## config.mk

```make
export PLATFORM = sky130hd
export DESIGN_NAME = rgh_core
export DESIGN_NICKNAME = d
export VERILOG_FILES = /design/src/core/rgh_pkg.sv /design/src/core/rgh_core.sv
export SDC_FILE = /design/constraint.sdc
export NUM_CORES = 1
export LEC_CHECK = 0
export BUFFER_PORTS_ARGS = -buffer_cell sky130_fd_sc_hd__buf_2
export CAP_MARGIN = 20
export CORE_UTILIZATION = 30
export CTS_CLUSTER_DIAMETER = 100
export DETAILED_ROUTE_END_ITERATION = 7
export PLACE_DENSITY = 0.5
export SLEW_MARGIN = 20
export SYNTH_ARGS = -nofsm -noshare
export SYNTH_HDL_FRONTEND = slang
export SYNTH_SLANG_ARGS = --single-unit
```

## constraint.sdc

```tcl
create_clock -name i_sys_clk -period 7.8 [get_ports i_sys_clk]
set_clock_uncertainty 0.15 [all_clocks]
set_input_delay 1.17 -clock i_sys_clk [delete_from_list [all_inputs] [get_ports i_sys_clk]]
set_output_delay 1.17 -clock i_sys_clk [all_outputs]
set_load 0.02 [all_outputs]
```

## src/core/rgh_pkg.sv

```systemverilog
// Purpose: Shared constants and types for the receive gain-hold and level block.
// Assumes: APB registers are one aligned 32-bit word each.
// Notes: Field positions follow the member order of the packed structs, first member highest.
package rgh_pkg;
  // Register byte offsets.
  localparam logic [7:0] RGH_A_CTRL = 8'h00;
  localparam logic [7:0] RGH_A_TIME = 8'h04;
  localparam logic [7:0] RGH_A_DCOF = 8'h08;
  localparam logic [7:0] RGH_A_LVL = 8'h0C;
  localparam logic [7:0] RGH_A_STAT = 8'h10;
  // Reset values.
  localparam logic [31:0] RGH_CTRL_RST = 32'h0000_0000;
  localparam logic [7:0] RGH_TIME_RST = 8'h33;
  localparam logic [5:0] RGH_GAIN_RST = 6'h00;
  // Widths and fixed figures.
  localparam int RGH_DEMOD_W = 24;
  localparam int RGH_OUT_W = 16;
  localparam int RGH_DAC_W = 12;
  localparam int RGH_DROP_LSB = 4;
  localparam int RGH_FRAME_BITS = 24;
  localparam logic [1:0] RGH_IF_SERIAL = 2'h2;
  localparam logic [12:0] RGH_DAC_MAX = 13'h0FFF;
  // Control register image.
  typedef struct packed {
    logic [13:0] spare;
    logic [2:0] filter_output_window;
    logic [2:0] level_average_count;
    logic [1:0] output_rate_divider;
    logic [1:0] demod_gain_select;
    logic [1:0] rx_interface_select;
    logic dac_manual_source;
    logic dac_level_source;
    logic gain_loop_enable;
    logic hold_mode_select;
    logic hold_source_select;
    logic hold_request_bit;
  } rgh_ctrl_t;
  // Level arithmetic settings.
  typedef struct packed {
    logic [7:0] dac_level_floor;
    logic [7:0] dac_manual_value;
    logic [7:0] attenuator_level_correction;
    logic [7:0] level_offset;
  } rgh_lvl_t;
  // Gain loop working state.
  typedef struct packed {
    logic [5:0] gain;
    logic wsel;
  } rgh_gain_t;
endpackage : rgh_pkg

```

## src/core/rgh_core.sv

```systemverilog
// Purpose: Gain hold control, demodulator scaling, detector DAC source and level path.
// Assumes: Datapath inputs are synchronous to i_sys_clk; gain arithmetic is outside.
// Notes: Registers reached over APB; unmapped addresses answer pslverr.
//
// The APB register port and the placing of the registers were chosen for this implementation.
`timescale 1ns/100ps
module rgh_core (
  input wire logic i_sys_clk,
  input wire logic i_rst_n,
  input wire logic psel,
  input wire logic penable,
  input wire logic pwrite,
  input wire logic [7:0] paddr,
  input wire logic [31:0] pwdata,
  output logic [31:0] prdata,
  output logic pready,
  output logic pslverr,
  input wire logic i_gain_hold_pin,
  input wire logic i_second_squelch_output,
  output logic o_gain_hold_pin_out,
  output logic o_gain_hold_pin_oe,
  input wire logic i_fir_tick,
  input wire logic [7:0] i_bb_power,
  input wire logic [7:0] i_chan_power_log,
  input wire logic [5:0] i_calc_gain,
  input wire logic i_calc_wsel,
  input wire logic i_att_active,
  input wire logic i_demod_vld,
  input wire logic [23:0] i_demod,
  input wire logic [23:0] i_filter_out,
  output logic [5:0] o_pga_gain,
  output logic [15:0] o_filter_word,
  output logic [7:0] o_judge_power,
  output logic [11:0] o_detector_dac,
  output logic o_rx_frame,
  output logic o_rx_bit_clk,
  output logic o_rx_serial_data_pin
);
  typedef enum logic [1:0] {ST_IDLE, ST_SETTLE, ST_DETECT} rgh_st_t;

  rgh_pkg::rgh_ctrl_t ctrl_q;
  rgh_pkg::rgh_lvl_t lvl_q;
  rgh_pkg::rgh_gain_t cur_q;
  rgh_pkg::rgh_gain_t pend_q;
  rgh_st_t st_q;
  logic [7:0] time_q;
  logic [23:0] dcof_q;
  logic pin_s1_q;
  logic pin_s2_q;
  logic hold_prev_q;
  logic hold;
  logic hold_rise;
  logic hold_fall;
  logic released_q;
  logic [3:0] cnt_q;
  logic measure;
  logic [7:0] meas_q;
  logic [7:0] bb_rb_q;
  logic [14:0] acc_q;
  logic [6:0] nsmp_q;
  logic [7:0] avg_q;
  logic [7:0] level_q;
  logic [15:0] demod16_q;
  logic [11:0] dac_q;
  logic [23:0] shift_q;
  logic [4:0] bit_q;
  logic sclk_q;
  logic frame_q;
  logic ld_pend_q;
  logic acc;
  logic wr;
  logic [23:0] dsum;
  logic [7:0] nlim;
  logic signed [10:0] lvl_s;
  logic [7:0] level_d;
  logic [12:0] ldac;
  logic [12:0] lfloor;

  // APB access phase; the slave always answers without wait states.
  assign acc = psel & penable;
  assign wr = acc & pwrite;
  assign pready = 1'b1;

  // Register writes.
  always_ff @(posedge i_sys_clk) begin
    if (!i_rst_n) begin
      ctrl_q <= rgh_pkg::RGH_CTRL_RST;
      time_q <= rgh_pkg::RGH_TIME_RST;
      dcof_q <= 24'h00_0000;
      lvl_q <= 32'h0000_0000;
    end else if (wr) begin
      if (paddr == rgh_pkg::RGH_A_CTRL) begin
        ctrl_q <= pwdata;
      end else if (paddr == rgh_pkg::RGH_A_TIME) begin
        time_q <= pwdata[7:0];
      end else if (paddr == rgh_pkg::RGH_A_DCOF) begin
        dcof_q <= pwdata[23:0];
      end else if (paddr == rgh_pkg::RGH_A_LVL) begin
        lvl_q <= pwdata;
      end
    end
  end

  // Read mux and error answer for unmapped addresses.
  always_comb begin
    prdata = 32'h0000_0000;
    pslverr = 1'b0;
    if (paddr == rgh_pkg::RGH_A_CTRL) begin
      prdata = ctrl_q;
    end else if (paddr == rgh_pkg::RGH_A_TIME) begin
      prdata = {24'h00_0000, time_q};
    end else if (paddr == rgh_pkg::RGH_A_DCOF) begin
      prdata = {8'h00, dcof_q};
    end else if (paddr == rgh_pkg::RGH_A_LVL) begin
      prdata = lvl_q;
    end else if (paddr == rgh_pkg::RGH_A_STAT) begin
      prdata = {8'h00, hold, cur_q.wsel, cur_q.gain, bb_rb_q, level_q};
    end else begin
      pslverr = acc;
    end
  end

  // Shared pin: squelch output by default, hold input when selected.
  assign o_gain_hold_pin_out = i_second_squelch_output;
  assign o_gain_hold_pin_oe = ctrl_q.hold_source_select;

  // Two-stage synchroniser on the hold pin.
  always_ff @(posedge i_sys_clk) begin
    if (!i_rst_n) begin
      pin_s1_q <= 1'b0;
      pin_s2_q <= 1'b0;
    end else begin
      pin_s1_q <= i_gain_hold_pin;
      pin_s2_q <= pin_s1_q;
    end
  end

  // Hold is the request bit or the synchronised pin when pin control is on.
  assign hold = ctrl_q.hold_request_bit | (ctrl_q.hold_source_select & pin_s2_q);
  assign hold_rise = hold & ~hold_prev_q;
  assign hold_fall = ~hold & hold_prev_q;

  // Edge history and the first-release marker of mode 1.
  always_ff @(posedge i_sys_clk) begin
    if (!i_rst_n) begin
      hold_prev_q <= 1'b0;
      released_q <= 1'b0;
    end else begin
      hold_prev_q <= hold;
      // The marker only has meaning in mode 1; leaving it set in mode 0 would defer updates.
      if (!ctrl_q.gain_loop_enable || !ctrl_q.hold_mode_select) begin
        released_q <= 1'b0;
      end else if (hold_fall && ctrl_q.hold_mode_select) begin
        released_q <= 1'b1;
      end
    end
  end

  // Interval timer: settle wait, then detection interval, in filter ticks.
  always_ff @(posedge i_sys_clk) begin
    if (!i_rst_n) begin
      st_q <= ST_IDLE;
      cnt_q <= 4'h0;
    end else if (!ctrl_q.gain_loop_enable || hold) begin
      st_q <= ST_IDLE;
      cnt_q <= 4'h0;
    end else begin
      case (st_q)
        ST_IDLE: begin
          st_q <= released_q ? ST_DETECT : ST_SETTLE;
          cnt_q <= 4'h0;
        end
        ST_SETTLE: begin
          if (i_fir_tick) begin
            if (cnt_q == time_q[7:4]) begin
              st_q <= ST_DETECT;
              cnt_q <= 4'h0;
            end else begin
              cnt_q <= cnt_q + 4'h1;
            end
          end
        end
        ST_DETECT: begin
          if (i_fir_tick) begin
            if (cnt_q == time_q[3:0]) begin
              cnt_q <= 4'h0;
              st_q <= released_q ? ST_DETECT : ST_SETTLE;
            end else begin
              cnt_q <= cnt_q + 4'h1;
            end
          end
        end
        default: begin
          st_q <= ST_IDLE;
        end
      endcase
    end
  end

  // A measurement is taken at the end of each detection interval.
  assign measure = (st_q == ST_DETECT) & i_fir_tick & (cnt_q == time_q[3:0]) & ~hold;
  assign o_judge_power = meas_q;

  // Power capture, pending result and baseband power readback.
  always_ff @(posedge i_sys_clk) begin
    if (!i_rst_n) begin
      meas_q <= 8'h00;
      bb_rb_q <= 8'h00;
      ld_pend_q <= 1'b0;
      pend_q <= {rgh_pkg::RGH_GAIN_RST, 1'b0};
    end else begin
      ld_pend_q <= measure;
      if (measure) begin
        meas_q <= i_bb_power;
        if (!released_q) begin
          bb_rb_q <= i_bb_power;
        end
      end
      if (ld_pend_q) begin
        pend_q <= {i_calc_gain, i_calc_wsel};
      end
      if (hold_rise && released_q) begin
        bb_rb_q <= meas_q;
      end
    end
  end

  // Gain and word-select state: applied per interval, or at hold rise.
  always_ff @(posedge i_sys_clk) begin
    if (!i_rst_n) begin
      cur_q <= {rgh_pkg::RGH_GAIN_RST, 1'b0};
    end else if (!ctrl_q.gain_loop_enable) begin
      cur_q.wsel <= 1'b0;
    end else if (hold_rise && released_q) begin
      cur_q <= pend_q;
    end else if (ld_pend_q && !released_q && !hold) begin
      cur_q <= {i_calc_gain, i_calc_wsel};
    end
  end
  assign o_pga_gain = cur_q.gain;

  // Output word: top sixteen bits or the chosen window.
  always_ff @(posedge i_sys_clk) begin
    if (!i_rst_n) begin
      o_filter_word <= 16'h0000;
    end else if (cur_q.wsel) begin
      o_filter_word <= i_filter_out[23:8];
    end else begin
      // Window 0 is the top sixteen bits; each step moves the window one bit down.
      o_filter_word <= 16'(i_filter_out >> (5'(rgh_pkg::RGH_DEMOD_W - rgh_pkg::RGH_OUT_W)
        - 5'(ctrl_q.filter_output_window)));
    end
  end

  // Demodulator offset add and gain scaling to a sixteen-bit word.
  assign dsum = i_demod + dcof_q;
  always_ff @(posedge i_sys_clk) begin
    if (!i_rst_n) begin
      demod16_q <= 16'h0000;
    end else if (i_demod_vld) begin
      demod16_q <= 16'(dsum >> (2'h3 - ctrl_q.demod_gain_select));
    end
  end

  // Log power averaging over 2^n filter-rate samples.
  assign nlim = 8'(8'h01 << ctrl_q.level_average_count);
  always_ff @(posedge i_sys_clk) begin
    if (!i_rst_n) begin
      acc_q <= 15'h0000;
      nsmp_q <= 7'h00;
      avg_q <= 8'h00;
    end else if (i_fir_tick) begin
      if ({1'b0, nsmp_q} + 8'h01 >= nlim) begin
        avg_q <= 8'((acc_q + 15'(i_chan_power_log)) >> ctrl_q.level_average_count);
        acc_q <= 15'h0000;
        nsmp_q <= 7'h00;
      end else begin
        acc_q <= acc_q + 15'(i_chan_power_log);
        nsmp_q <= nsmp_q + 7'h01;
      end
    end
  end

  // Level correction: offset, gain change (two codes per dB) and attenuator.
  always_comb begin
    lvl_s = 11'(avg_q) + 11'(signed'(lvl_q.level_offset));
    lvl_s = lvl_s - 11'({cur_q.gain, 1'b0});
    if (i_att_active) begin
      lvl_s = lvl_s + 11'(signed'(lvl_q.attenuator_level_correction));
    end
    if (lvl_s < 0) begin
      level_d = 8'h00;
    end else if (lvl_s > 11'sd255) begin
      level_d = 8'hFF;
    end else begin
      level_d = lvl_s[7:0];
    end
  end

  always_ff @(posedge i_sys_clk) begin
    if (!i_rst_n) begin
      level_q <= 8'h00;
    end else begin
      level_q <= level_d;
    end
  end

  // Level DAC input with floor and saturation.
  always_comb begin
    ldac = 13'({5'h00, level_q} + {5'h00, lvl_q.dac_manual_value}) << 4;
    lfloor = 13'({lvl_q.dac_level_floor, 4'h0});
    if (ldac <= lfloor) begin
      ldac = lfloor;
    end
    if (ldac >= rgh_pkg::RGH_DAC_MAX) begin
      ldac = rgh_pkg::RGH_DAC_MAX;
    end
  end

  // Detector DAC source select.
  always_ff @(posedge i_sys_clk) begin
    if (!i_rst_n) begin
      dac_q <= 12'h000;
    end else if (ctrl_q.dac_manual_source) begin
      dac_q <= {lvl_q.dac_manual_value, 4'h0};
    end else if (ctrl_q.dac_level_source) begin
      dac_q <= ldac[11:0];
    end else begin
      dac_q <= demod16_q[15:4];
    end
  end
  assign o_detector_dac = dac_q;

  // Serial frame: demod word then level code, MSB first, bit clock at half rate.
  always_ff @(posedge i_sys_clk) begin
    if (!i_rst_n) begin
      shift_q <= 24'h00_0000;
      bit_q <= 5'h00;
      sclk_q <= 1'b0;
      frame_q <= 1'b0;
    end else if (i_demod_vld && ctrl_q.rx_interface_select == rgh_pkg::RGH_IF_SERIAL) begin
      shift_q <= {16'(dsum >> (2'h3 - ctrl_q.demod_gain_select)), level_q};
      bit_q <= 5'(rgh_pkg::RGH_FRAME_BITS);
      sclk_q <= 1'b0;
      frame_q <= 1'b1;
    end else if (bit_q != 5'h00) begin
      sclk_q <= ~sclk_q;
      if (sclk_q) begin
        shift_q <= {shift_q[22:0], 1'b0};
        bit_q <= bit_q - 5'h01;
        frame_q <= 1'b0;
      end
    end else begin
      sclk_q <= 1'b0;
    end
  end
  assign o_rx_frame = frame_q;
  assign o_rx_bit_clk = sclk_q;
  assign o_rx_serial_data_pin = shift_q[23];
endmodule : rgh_core

```

==> out/metrics.cfg, run 1 <==
[finish]
drive_gt1_share_pct = 15.48
stdcell_count = 2772
fin_nets = 2288
fillCellCount = 5345
syn_to_final_growth_pct = 16.16
multi_input_area_um2 = 9723
seqCellArea_um2 = 4926

[job]
maxCapViolCount = 0

[floorplan]
die_w_um = 228.7
core_area_um2 = 50380
die_area_um2 = 52290
row_count = 82
start_util_pct = 30.59
num_io_pins = 202
die_h_um = 228.7

[timing]
tightest_slew_ps = 1068
fin_crit_sh_pct = 69.26
grt_setup_unrepaired = false
fin_setup_tns_ps = 0
slew_viol_final = 0
min_period_ps = 5402
fmax_mhz = 185.1
setup_viol = 0
final-hold-violation-count = 0
max_slew_margin_pct = 28.82
holdWs_ps = 289.5

[critical_path]
worstReg2RegStart = o_pga_gain[1]
crit_type = in2out
worst_setup_path_end_kind = output port
worstReg2RegEnd = level_q[5]
crit_required_ps = 6480
crit_family = buffers and inverters
worst-path-stages = 7
critPathBufInv = 3
r2r_cells = 18
critPathMaxFanout = 32
cp-start-kind = primary input
path_cells = buf_2, nand4b_1, buf_4, nand2b_1, nor2_1, o41ai_1, buf_2
crit_path_frequent_cell = buf_2
critPathArrivalTime_ps = 4080
reg2reg_slack_ps = 3070
cpMaxStageDelayCell = o41ai_1
max_stage_delay_ps = 890

[grt]
met3_usage_pct = 2.358
grt_antenna_before_repair = 0
grt_max_degree = 110
grt_pass1_vias = 13510
grtUsageMet2_pct = 32.01
grt-busiest-layer = met2
grt_usage_pct = 19.20
use_met1_pct = 26.02
globalRoute.totalOverflow = 0
grt_pass1_wl_um = 79510

[synthesis]
synth_seq_cells = 246
synth_top_cell_by_area = dfxtp_1
synth_top_flop_cell = dfxtp_1
postSynthNetCount = 2170
netlist_area_um2 = 15410
async_reset_ff_share_pct = 0
avgSynthCellArea_um2 = 7.867
syn_inst = 1959
synth-edff-count = 0
synth.top_cell.area_share_pct = 31.95
ys_seq_area_share_pct = 31.95
ys_top_cells_by_area = dfxtp_1 (32%), nand2_1 (8.3%), mux2i_1 (7.7%), a21oi_1 (6.7%), ha_1 (6.4%)
ys_types = 89
synth_warnings = 0

[placed_design]
io_buffers = 193
dp_cells = 2716
gp_congestion = 0.8654
dpl.hpwl_um = 38790

[clock_tree]
clk_latency_ps = 580
clk_path_buf_depth = 3
cts.sink_count = 246
hold_buffers = 0
cts_setup_buffers = 0
cts-resized-gates = 0
htree_levels = 1
cts_root_buf = clkbuf_16
cts_inserted_buffers = 31
cts_tree = done
path_clk_slew_ps = 50

[detailed_routing]
drc = 0
drtIter0Drc = 940
via_count = 14364
via_per_inst = 5.182
wirelength_um = 51650
routedWlPerCell_um = 18.63
ant_nets = 0
drt_first_pass_iters = 5

[pwr]
vdd_drop_max_uv = 134.0
p_leak_nw = 7.217
power.density_nw_per_um2 = 175.6

[min_path]
min_from = pin_s1_q
hold_path_depth = 1
hold_path.class = reg2reg
min_to = pin_s2_q

[status]
outcome = completed

[logic make-up after synthesis]
kind of cell / share of synthesized area (%)
AND/OR/NAND/NOR: 19.91
AO/OA/AOI/OAI: 21.61
flip-flops: 31.95
buffers and inverters: 5.082
multiplexers: 10.00
adder cells (fa/ha/maj): 7.842
XOR/XNOR: 3.580
other: 0.02433
[cell usage in the layout, fill, tap and decap left out, types with 9 or more instances in the layout]
master	netlist	final
nand2_1	342	342
o211ai_1	16	16
o21ai_0	77	76
a31oi_1	13	13
and3_1	15	15
o22ai_1	22	22
xor2_1	27	27
or3_1	13	13
a21o_1	18	18
xnor2_1	36	36
nand3b_1	12	12
a22o_1	10	10
mux2_2	14	14
o41ai_1	10	10
nor2_1	190	189
buf_4	8	22
mux4_2	9	9
fa_1	11	11
nand3_1	30	30
nor3_1	28	27
dfxtp_1	246	245
clkbuf_16	0	31
inv_1	63	62
a311oi_1	16	16
a211oi_1	37	37
nand2b_1	14	14
mux2i_1	118	118
a21oi_1	207	207
nor2b_1	16	16
ha_1	79	79
buf_2	16	193
o21a_1	14	14
[per-layer routing]
metal | vias up | wire (µm)
li1 | 7169 | -
met1 | 6789 | 24070
met2 | 332 | 24080
met3 | 74 | 2294
met4 | 0 | 1211
met5 | - | 0
[power by group]
group	leakage [nW]	switching (mW)	internal, mW	total [mW]
Sequential	1.99	0.0214	1.28	1.30
Combinational	4.71	0.237	0.153	0.390
Clock	0.508	0.568	0.887	1.45
[state kept, by name, summed over array words and instances, names as in the netlist, 2 cells and up]
| name | flops |
|---|---|
| demod16_q | 12 |
| shift_q | 24 |
| cnt_q | 4 |
| lvl_q | 24 |
| bb_rb_q | 8 |
| time_q | 8 |
| lfloor | 8 |
| acc_q | 15 |
| dcof_q | 24 |
| nsmp_q | 7 |
| avg_q | 8 |
| o_pga_gain | 6 |
| bit_q | 5 |
| o_filter_word | 16 |
| o_detector_dac | 12 |
| pend_q | 7 |
| o_judge_power | 8 |
| ctrl_q | 31 |
| st_q | 2 |
| level_q | 8 |
[cells in the mapped netlist (5+ instances only)]
cell	instances
nand2_1	342
dfxtp_1	246
a21oi_1	207
nor2_1	190
mux2i_1	118
clkbuf_1	95
ha_1	79
o21ai_0	77
inv_1	63
a211oi_1	37
xnor2_1	36
nand3_1	30
nor3_1	28
xor2_1	27
o22ai_1	22
a21o_1	18
a311oi_1	16
buf_2	16
nor2b_1	16
o211ai_1	16
and3_1	15
mux2_2	14
nand2b_1	14
o21a_1	14
a31oi_1	13
or3_1	13
nand3b_1	12
fa_1	11
a22o_1	10
buf_1	10
o41ai_1	10
mux4_2	9
buf_4	8
a221oi_1	7
and2_1	7
o21bai_1	7
nand4_1	6
a22oi_1	5
nor3b_1	5
o21ai_1	5
[stage by stage]
stage / area, µm² / utilization [%] / worst slack, ps / power (mW)
2_1_floorplan: 15410 / - / 3553 / 1.582
3_3_place_gp: 16870 / 33.49 / 2553 / 1.711
3_5_place_dp: 16870 / 33.49 / 2512 / 1.716
4_1_cts: 17900 / 35.53 / 2494 / 3.184
5_1_grt: 17900 / 35.53 / 2385 / 3.279
6_report: 17900 / 35.54 / 2398 / 3.144
[worst max path at each step]
stage,start,to,slack (ps)
after floorplan,paddr[2],prdata[0],3550
after global placement,paddr[4],prdata[0],2550
after detailed placement,paddr[4],prdata[2],2510
after CTS,paddr[4],prdata[2],2490
after global routing,paddr[4],prdata[2],2380
final,paddr[4],prdata[2],2400
[final cells by class]
cell class              instances  share of cell area (%)
diodes                          1                 0.01398
clock buffers                  43                   4.976
clock inverters                12                  0.7827
inverters                      65                   1.391
multi-input cells            1518                   54.31
flip-flops and latches        246                   27.51
well taps                     672                   4.696
repair buffers                215                   6.318
Power figures use the tool's default switching activity.
==> run 2: changes to the inputs <==
--- a/config.mk
+++ b/config.mk
@@ -5,6 +5,7 @@
 export SDC_FILE = /design/constraint.sdc
 export NUM_CORES = 1
 export LEC_CHECK = 0
+export ABC_AREA = 1
 export BUFFER_PORTS_ARGS = -buffer_cell sky130_fd_sc_hd__buf_2
 export CAP_MARGIN = 20
 export CORE_UTILIZATION = 30
==> constraint.sdc (replaced) <==
create_clock -name i_sys_clk -period 5.2 [get_ports i_sys_clk]
set_clock_uncertainty 0.15 [all_clocks]
set_input_delay 0.78 -clock i_sys_clk [delete_from_list [all_inputs] [get_ports i_sys_clk]]
set_output_delay 0.78 -clock i_sys_clk [all_outputs]
set_load 0.02 [all_outputs]
==> run 2 against run 1 <==
Compared with the run above: worst hold slack got worse by 53 ps; cell count up 15%; die area increased by 2.8%; critical path type unchanged; register-to-register slack worse by 2100 ps; utilization fell by 0.32 points; synthesized cell count is 21% higher.
==> out/metrics.cfg, run 2 <==
[pwr]
power.density_nw_per_um2 = 255.9  ; +46%
clkPwrFrac_pct = 45.3  ; -1.0 points
combPwrFrac_pct = 12.8  ; +0.4 points
p_int_mw = 3.364  ; +45%
p_leak_nw = 8.661  ; +20%
vdd_drop_max_uv = 229.3  ; +71%
seqPwrFrac_pct = 41.9  ; +0.6 points
switching_share_pct = 27.83  ; +1.6 points
switchingPower_mw = 1.297  ; +57%

[timing]
min_period_ps = 4332
holdWs_ps = 236.7  ; -52.75 ps
final-hold-violation-count = 0  ; unchanged
slew_viol_final = 0  ; unchanged
setup_viol = 0  ; unchanged
fin_crit_sh_pct = 83.30
fin_setup_tns_ps = 0  ; unchanged
max_slew_margin_pct = 30.03  ; +1.2 points
tightest_slew_ps = 1048  ; -19.33 ps
fmax_mhz = 230.8
grt_setup_unrepaired = false

[clock_tree]
cts.sink_count = 246  ; unchanged
cts_root_buf = clkbuf_16
clk_latency_ps = 590  ; about the same
hold_buffers = 0  ; unchanged
cts_tree = done
cts_inserted_buffers = 30  ; -3.2%
cts-resized-gates = 0  ; unchanged
htree_levels = 1  ; unchanged
cts_setup_buffers = 0  ; unchanged
path_clk_slew_ps = 60  ; about the same
clk_path_buf_depth = 3  ; unchanged

[finish]
syn_to_final_growth_pct = 14.96
drive_gt1_share_pct = 11.89  ; -3.6 points
largest_reg_flops = 31  ; unchanged
layout_common_cells = nand2_1 (530), inv_1 (287), dfxtp_1 (246)
fillCellCount = 5617  ; +5.1%
largest-register = ctrl_q
multi_input_area_um2 = 9224  ; -5.1%
seqCellArea_um2 = 4925  ; about the same
final_common_cell = nand2_1
fin_nets = 2705  ; +18%

[min_path]
hold_path.class = in2reg

[floorplan]
die_area_um2 = 53740  ; +2.8%
start_util_pct = 30.64  ; +0.044 points
num_io_pins = 202  ; unchanged
core_area_um2 = 51720  ; +2.7%
die_w_um = 231.8  ; +1.4%
row_count = 83  ; +1.2%
die_h_um = 231.8  ; +1.4%

[critical_path]
critPathMaxFanout = 24  ; -25%
crit_required_ps = 4270  ; -2210 ps
worst_setup_path_end_kind = output port
critPathArrivalTime_ps = 3400  ; -680 ps
crit_type = in2out
cp-start-kind = primary input

[synthesis]
synth-edff-count = 0  ; unchanged
syn_inst = 2376  ; +21%
netlist_area_um2 = 15850  ; +2.8%
synthSimpleGateAreaFrac_pct = 26.28  ; +6.4 points
synth_xor_xnor_area_share_pct = 2.093  ; -1.5 points
synth.area.mux_share_pct = 0.5685  ; -9.4 points
async_reset_ff_share_pct = 0  ; unchanged
synth_top_cell_by_area = dfxtp_1
synth_top_flop_cell = dfxtp_1
postSynthNetCount = 2587  ; +19%
synth.most_common_cell = nand2_1
avgSynthCellArea_um2 = 6.669  ; -15%
synth_warnings = 0  ; unchanged
synth.top_cell.area_share_pct = 31.08  ; -0.87 points
ys_seq_area_share_pct = 31.08  ; -0.87 points
synthAdderAreaFrac_pct = 7.628  ; -0.21 points
ys_top_cells_by_area = dfxtp_1 (31%), nand2_1 (13%), o21ai_0 (6.9%), a21oi_1 (6.9%), inv_1 (6.8%)
ys_types = 58  ; -35%
synth_top_family_by_area = simple AND/OR/NAND/NOR gates
synth_seq_cells = 246  ; unchanged
synth_compound_area_share_pct = 21.34  ; -0.27 points
yosys-top-cells-count = nand2_1 (530), inv_1 (288), dfxtp_1 (246)

[status]
outcome = completed

[detailed_routing]
via_per_inst = 5.028  ; -3.0%
drt_first_pass_iters = 6  ; +1
drc = 0  ; unchanged
via_count = 16068  ; +12%
routedWlPerCell_um = 17.33  ; -7.0%
ant_nets = 0  ; unchanged
wirelength_um = 55370  ; +7.2%
drtIter0Drc = 1048  ; +11%

[grt]
grt_pass1_wl_um = 85540  ; +7.6%
grt_max_degree = 78  ; -29%
grt_antenna_before_repair = 5  ; +5
globalRoute.totalOverflow = 0  ; unchanged
grt_usage_pct = 20.21  ; +1.0 points
grt_pass1_vias = 15269  ; +13%

[placed_design]
dpl.hpwl_um = 42670  ; +10%
gp_congestion = 0.8876  ; +2.6%
io_buffers = 193  ; unchanged

[job]
maxCapViolCount = 0  ; unchanged

==> run 2: cell families after synthesis <==
kind of cell / Yosys count
compound gates: 604
xor+xnor: 37
fa+ha+maj: 90
buf+inv: 420
flops: 246
mux: 9
other cells: 1
simple gates: 969
==> run 2: critical path, cell delays in order <==
cell and delay, ps:
buf_2 100, nor3_2 310, nand2_1 270, inv_2 460
nand3_2 300, inv_1 190, a21oi_2 120, nand2_1 100
a31oi_1 70, o21ai_0 430, buf_2 260
==> run 2: power by group through the flow <==
stage | Sequential, mW | Clock, mW | Combinational (mW)
after floorplan | 1.99 | 0 | 0.396
after global placement | 1.99 | 0 | 0.592
after detailed placement | 1.99 | 0 | 0.596
after CTS | 1.95 | 2.17 | 0.599
after global routing | 1.95 | 2.25 | 0.676
final | 1.95 | 2.11 | 0.597
==> run 2: layer usage <==
| metal | part of all wire, % | global-route usage, % |
|---|---|---|
| met3 | 5.3 | 2.787 |
| met2 | 46 | 33.18 |
| met1 | 47 | 27.31 |
| met4 | 2.4 | 5.921 |
| met5 | 0.042 | 0 |
==> run 2: worst paths after layout <==
kind	start	end	slack, ps	depth (start not counted)
worst min register to register	pin_s1_q	pin_s2_q	280	2
worst max register to register	o_pga_gain[1]	level_q[4]	990	22
worst min-delay path	i_gain_hold_pin	pin_s1_q	240	3
worst max-delay path	paddr[5]	prdata[0]	870	11
==> run 2: metrics by stage <==
| stage | power [mW] | cell area, µm² | util [%] | setup WS, ps | std cells |
|---|---|---|---|---|---|
| after floorplan | 2.385 | 15850 | - | 1521 | 2376 |
| after global placement | 2.587 | 17190 | 33.24 | 998.0 | 3142 |
| after detailed placement | 2.591 | 17200 | 33.25 | 957.0 | 3142 |
| after CTS | 4.722 | 18200 | 35.18 | 957.4 | 3195 |
| after global routing | 4.882 | 18220 | 35.22 | 621.9 | 3196 |
| final | 4.661 | 18220 | 35.22 | 868.2 | 3196 |
==> run 2: final cells by class <==
type	count	share of cell area, %
Clock buffer	38	4.616
Tap cell	680	4.671
Multi-Input combinational cell	1710	50.64
Antenna cell	1	0.01374
Sequential cell	246	27.04
Timing Repair Buffer	209	6.045
Inverter	297	6.120
Clock inverter	15	0.8586
==> run 3: changes to the inputs <==
--- a/config.mk
+++ b/config.mk
@@ -5,13 +5,13 @@
 export SDC_FILE = /design/constraint.sdc
 export NUM_CORES = 1
 export LEC_CHECK = 0
-export ABC_AREA = 1
+export ABC_AREA = 0
 export BUFFER_PORTS_ARGS = -buffer_cell sky130_fd_sc_hd__buf_2
 export CAP_MARGIN = 20
 export CORE_UTILIZATION = 30
 export CTS_CLUSTER_DIAMETER = 100
 export DETAILED_ROUTE_END_ITERATION = 7
-export PLACE_DENSITY = 0.5
+export PLACE_DENSITY = 0.52
 export SLEW_MARGIN = 20
 export SYNTH_ARGS = -nofsm -noshare
 export SYNTH_HDL_FRONTEND = slang
==> constraint.sdc (replaced) <==
create_clock -name i_sys_clk -period 3.62 [get_ports i_sys_clk]
set_clock_uncertainty 0.15 [all_clocks]
set_input_delay 0.543 -clock i_sys_clk [delete_from_list [all_inputs] [get_ports i_sys_clk]]
set_output_delay 0.543 -clock i_sys_clk [all_outputs]
set_load 0.02 [all_outputs]
==> run 3 against run 2 <==
Compared with the run above: the run now ends with setup timing left; clock power up 55%; clock-buffer cell count up 6; power up 52%; highest routed layer unchanged.
==> out/metrics.cfg, run 3 (synthesized netlist as in run 1, its figures left out) <==
[grt]
grt_usage_pct = 19.96  ; -0.25 points
grt_pass1_wl_um = 82890  ; -3.1%
grt_max_degree = 67  ; -14%
grt_pass1_vias = 14141  ; -7.4%
grt_antenna_before_repair = 4  ; -1
globalRoute.totalOverflow = 0  ; unchanged

[timing]
setup_ws_ps = -404.5  ; -1273 ps
slew_viol_final = 0  ; unchanged
holdWs_ps = 28.55  ; -208.2 ps
grt_setup_unrepaired = true
tightest_slew_ps = 1029  ; -19.04 ps
final-hold-violation-count = 0  ; unchanged
fin_crit_sh_pct = 111.2
setup_viol = 8  ; +8
min_period_ps = 4024
fmax_mhz = 248.5
max_slew_margin_pct = 31.38  ; +1.3 points

[critical_path]
crit_type = reg2reg
worstReg2RegStart = avg_q[2]
r2r_cells = 18  ; -18%
critPathArrivalTime_ps = 4300  ; +900 ps
worst_setup_path_end_kind = register
reg2reg_slack_ps = -400  ; -1390 ps
cp-start-kind = register
critPathMaxFanout = 8  ; -67%
worstReg2RegEnd = level_q[1]
crit_required_ps = 3890  ; -380 ps

[placed_design]
dpl.hpwl_um = 41490  ; -2.8%
dp_cells = 2812  ; -11%
io_buffers = 193  ; unchanged
gp_congestion = 0.9094  ; +2.5%
place_area_um2 = 17670  ; +2.8%

[detailed_routing]
via_per_inst = 5.157  ; +2.6%
drc = 0  ; unchanged
drtIter0Drc = 932  ; -11%
ant_nets = 0  ; unchanged
wirelength_um = 54030  ; -2.4%
routedWlPerCell_um = 18.81  ; +8.6%
via_count = 14812  ; -7.8%
drt_first_pass_iters = 5  ; -1

[clock_tree]
clk_path_buf_depth = 3  ; unchanged
cts_tree = done
path_clk_slew_ps = 60  ; about the same
cts.sink_count = 246  ; unchanged
htree_levels = 1  ; unchanged
clk_latency_ps = 600  ; about the same
cts_inserted_buffers = 30  ; unchanged
cts_root_buf = clkbuf_16
hold_buffers = 0  ; unchanged

[finish]
drive_gt1_share_pct = 20.60  ; +8.7 points
fin_nets = 2387  ; -12%
stdcell_count = 2872  ; -10%
largest-register = ctrl_q
layout_common_cells = nand2_1 (342), dfxtp_1 (244), a21oi_1 (202)
stdcell_area_um2 = 18880  ; +3.7%
largest_reg_flops = 31  ; unchanged
final_common_cell = nand2_1
syn_to_final_growth_pct = 22.50

[pwr]
combPwrFrac_pct = 14.5  ; +1.7 points
clkPwrFrac_pct = 46.0  ; +0.7 points
switching_share_pct = 26.48  ; -1.4 points
switchingPower_mw = 1.877  ; +45%
power.density_nw_per_um2 = 375.6  ; +47%
p_int_mw = 5.213  ; +55%
vdd_drop_max_uv = 372.1  ; +62%
seqPwrFrac_pct = 39.5  ; -2.4 points
p_leak_nw = 7.784  ; -10%

[status]
violations = setup timing
outcome = finished, violations left

[floorplan]
die_w_um = 228.7  ; -1.4%
die_h_um = 228.7  ; -1.4%
die_area_um2 = 52290  ; -2.7%
num_io_pins = 202  ; unchanged
start_util_pct = 30.59  ; -0.044 points
row_count = 82  ; -1.2%
core_area_um2 = 50380  ; -2.6%

[min_path]
min_from = i_gain_hold_pin
hold_path.class = in2reg
min_to = pin_s1_q
hold_path_depth = 2  ; -1

[job]
maxCapViolCount = 0  ; unchanged

## run 3: layout make-up
cell class	count	area, µm²
Clock inverter	11	175.2
Multi-Input combinational cell	1518	9864
Clock buffer	44	903.4
Inverter	65	249.0
Sequential cell	246	4927
Tap cell	672	840.8
Timing Repair Buffer	315	1918
Fill cell	5288	31500
Antenna cell	1	2.502
## run 3: how the worst max path moves through the flow
stage,start,end,slack [ps],cells after the start
floorplan,avg_q[2],level_q[2],-160,17
finish,avg_q[2],level_q[1],-400,18
detailed placement,avg_q[2],level_q[2],-530,17
CTS,o_pga_gain[1],level_q[2],-440,19
global placement,avg_q[2],level_q[2],-390,17
global route,avg_q[2],level_q[1],-630,16
## run 3: critical path: stages, from the launching register on
cell,delay (ps)
dfxtp_2,330
fa_1,580
ha_4,220
o21a_1,110
nor2_2,140
o21ai_2,80
a21o_1,180
a21o_1,200
xor2_2,170
ha_1,320
a21oi_2,70
buf_4,130
o2111ai_1,130
and3_4,250
inv_1,60
or2_2,300
o221ai_2,170
buf_6,180
a221oi_2,70
## run 3: power by group through the flow
stage | registers, mW | clock network, mW | logic [mW]
4_1_cts | 2.80 | 3.34 | 1.01
5_1_grt | 2.80 | 3.45 | 1.13
6_report | 2.80 | 3.26 | 1.03
3_5_place_dp | 2.86 | 0 | 0.981
2_1_floorplan | 2.85 | 0 | 0.569
3_3_place_gp | 2.86 | 0 | 0.974
## run 3: repair_timing
item / in CTS / in global routing
resized for setup: 7 / 12
endpoints found under the setup margin: 8 / 13
setup buffers: 5 / 0
pin swaps: 10 / 12
## run 3: stage by stage
stage	worst slack [ps]	power, mW	TNS, ps	util (%)
floorplan	-157.5	3.423	-1169	-
global placement	-392.4	3.831	-3021	35.08
detailed placement	-531.0	3.840	-3742	35.08
CTS	-442.0	7.150	-3314	37.38
global route	-626.3	7.374	-4932	37.48
finish	-404.5	7.091	-3114	37.48
## run 3: routing by layer
metal	track usage [%]	up-vias	routed length, µm
li1	-	7342	-
met1	26.74	7021	24850
met2	33.48	375	25300
met3	2.570	72	2525
met4	5.390	2	1350
met5	0	-	10
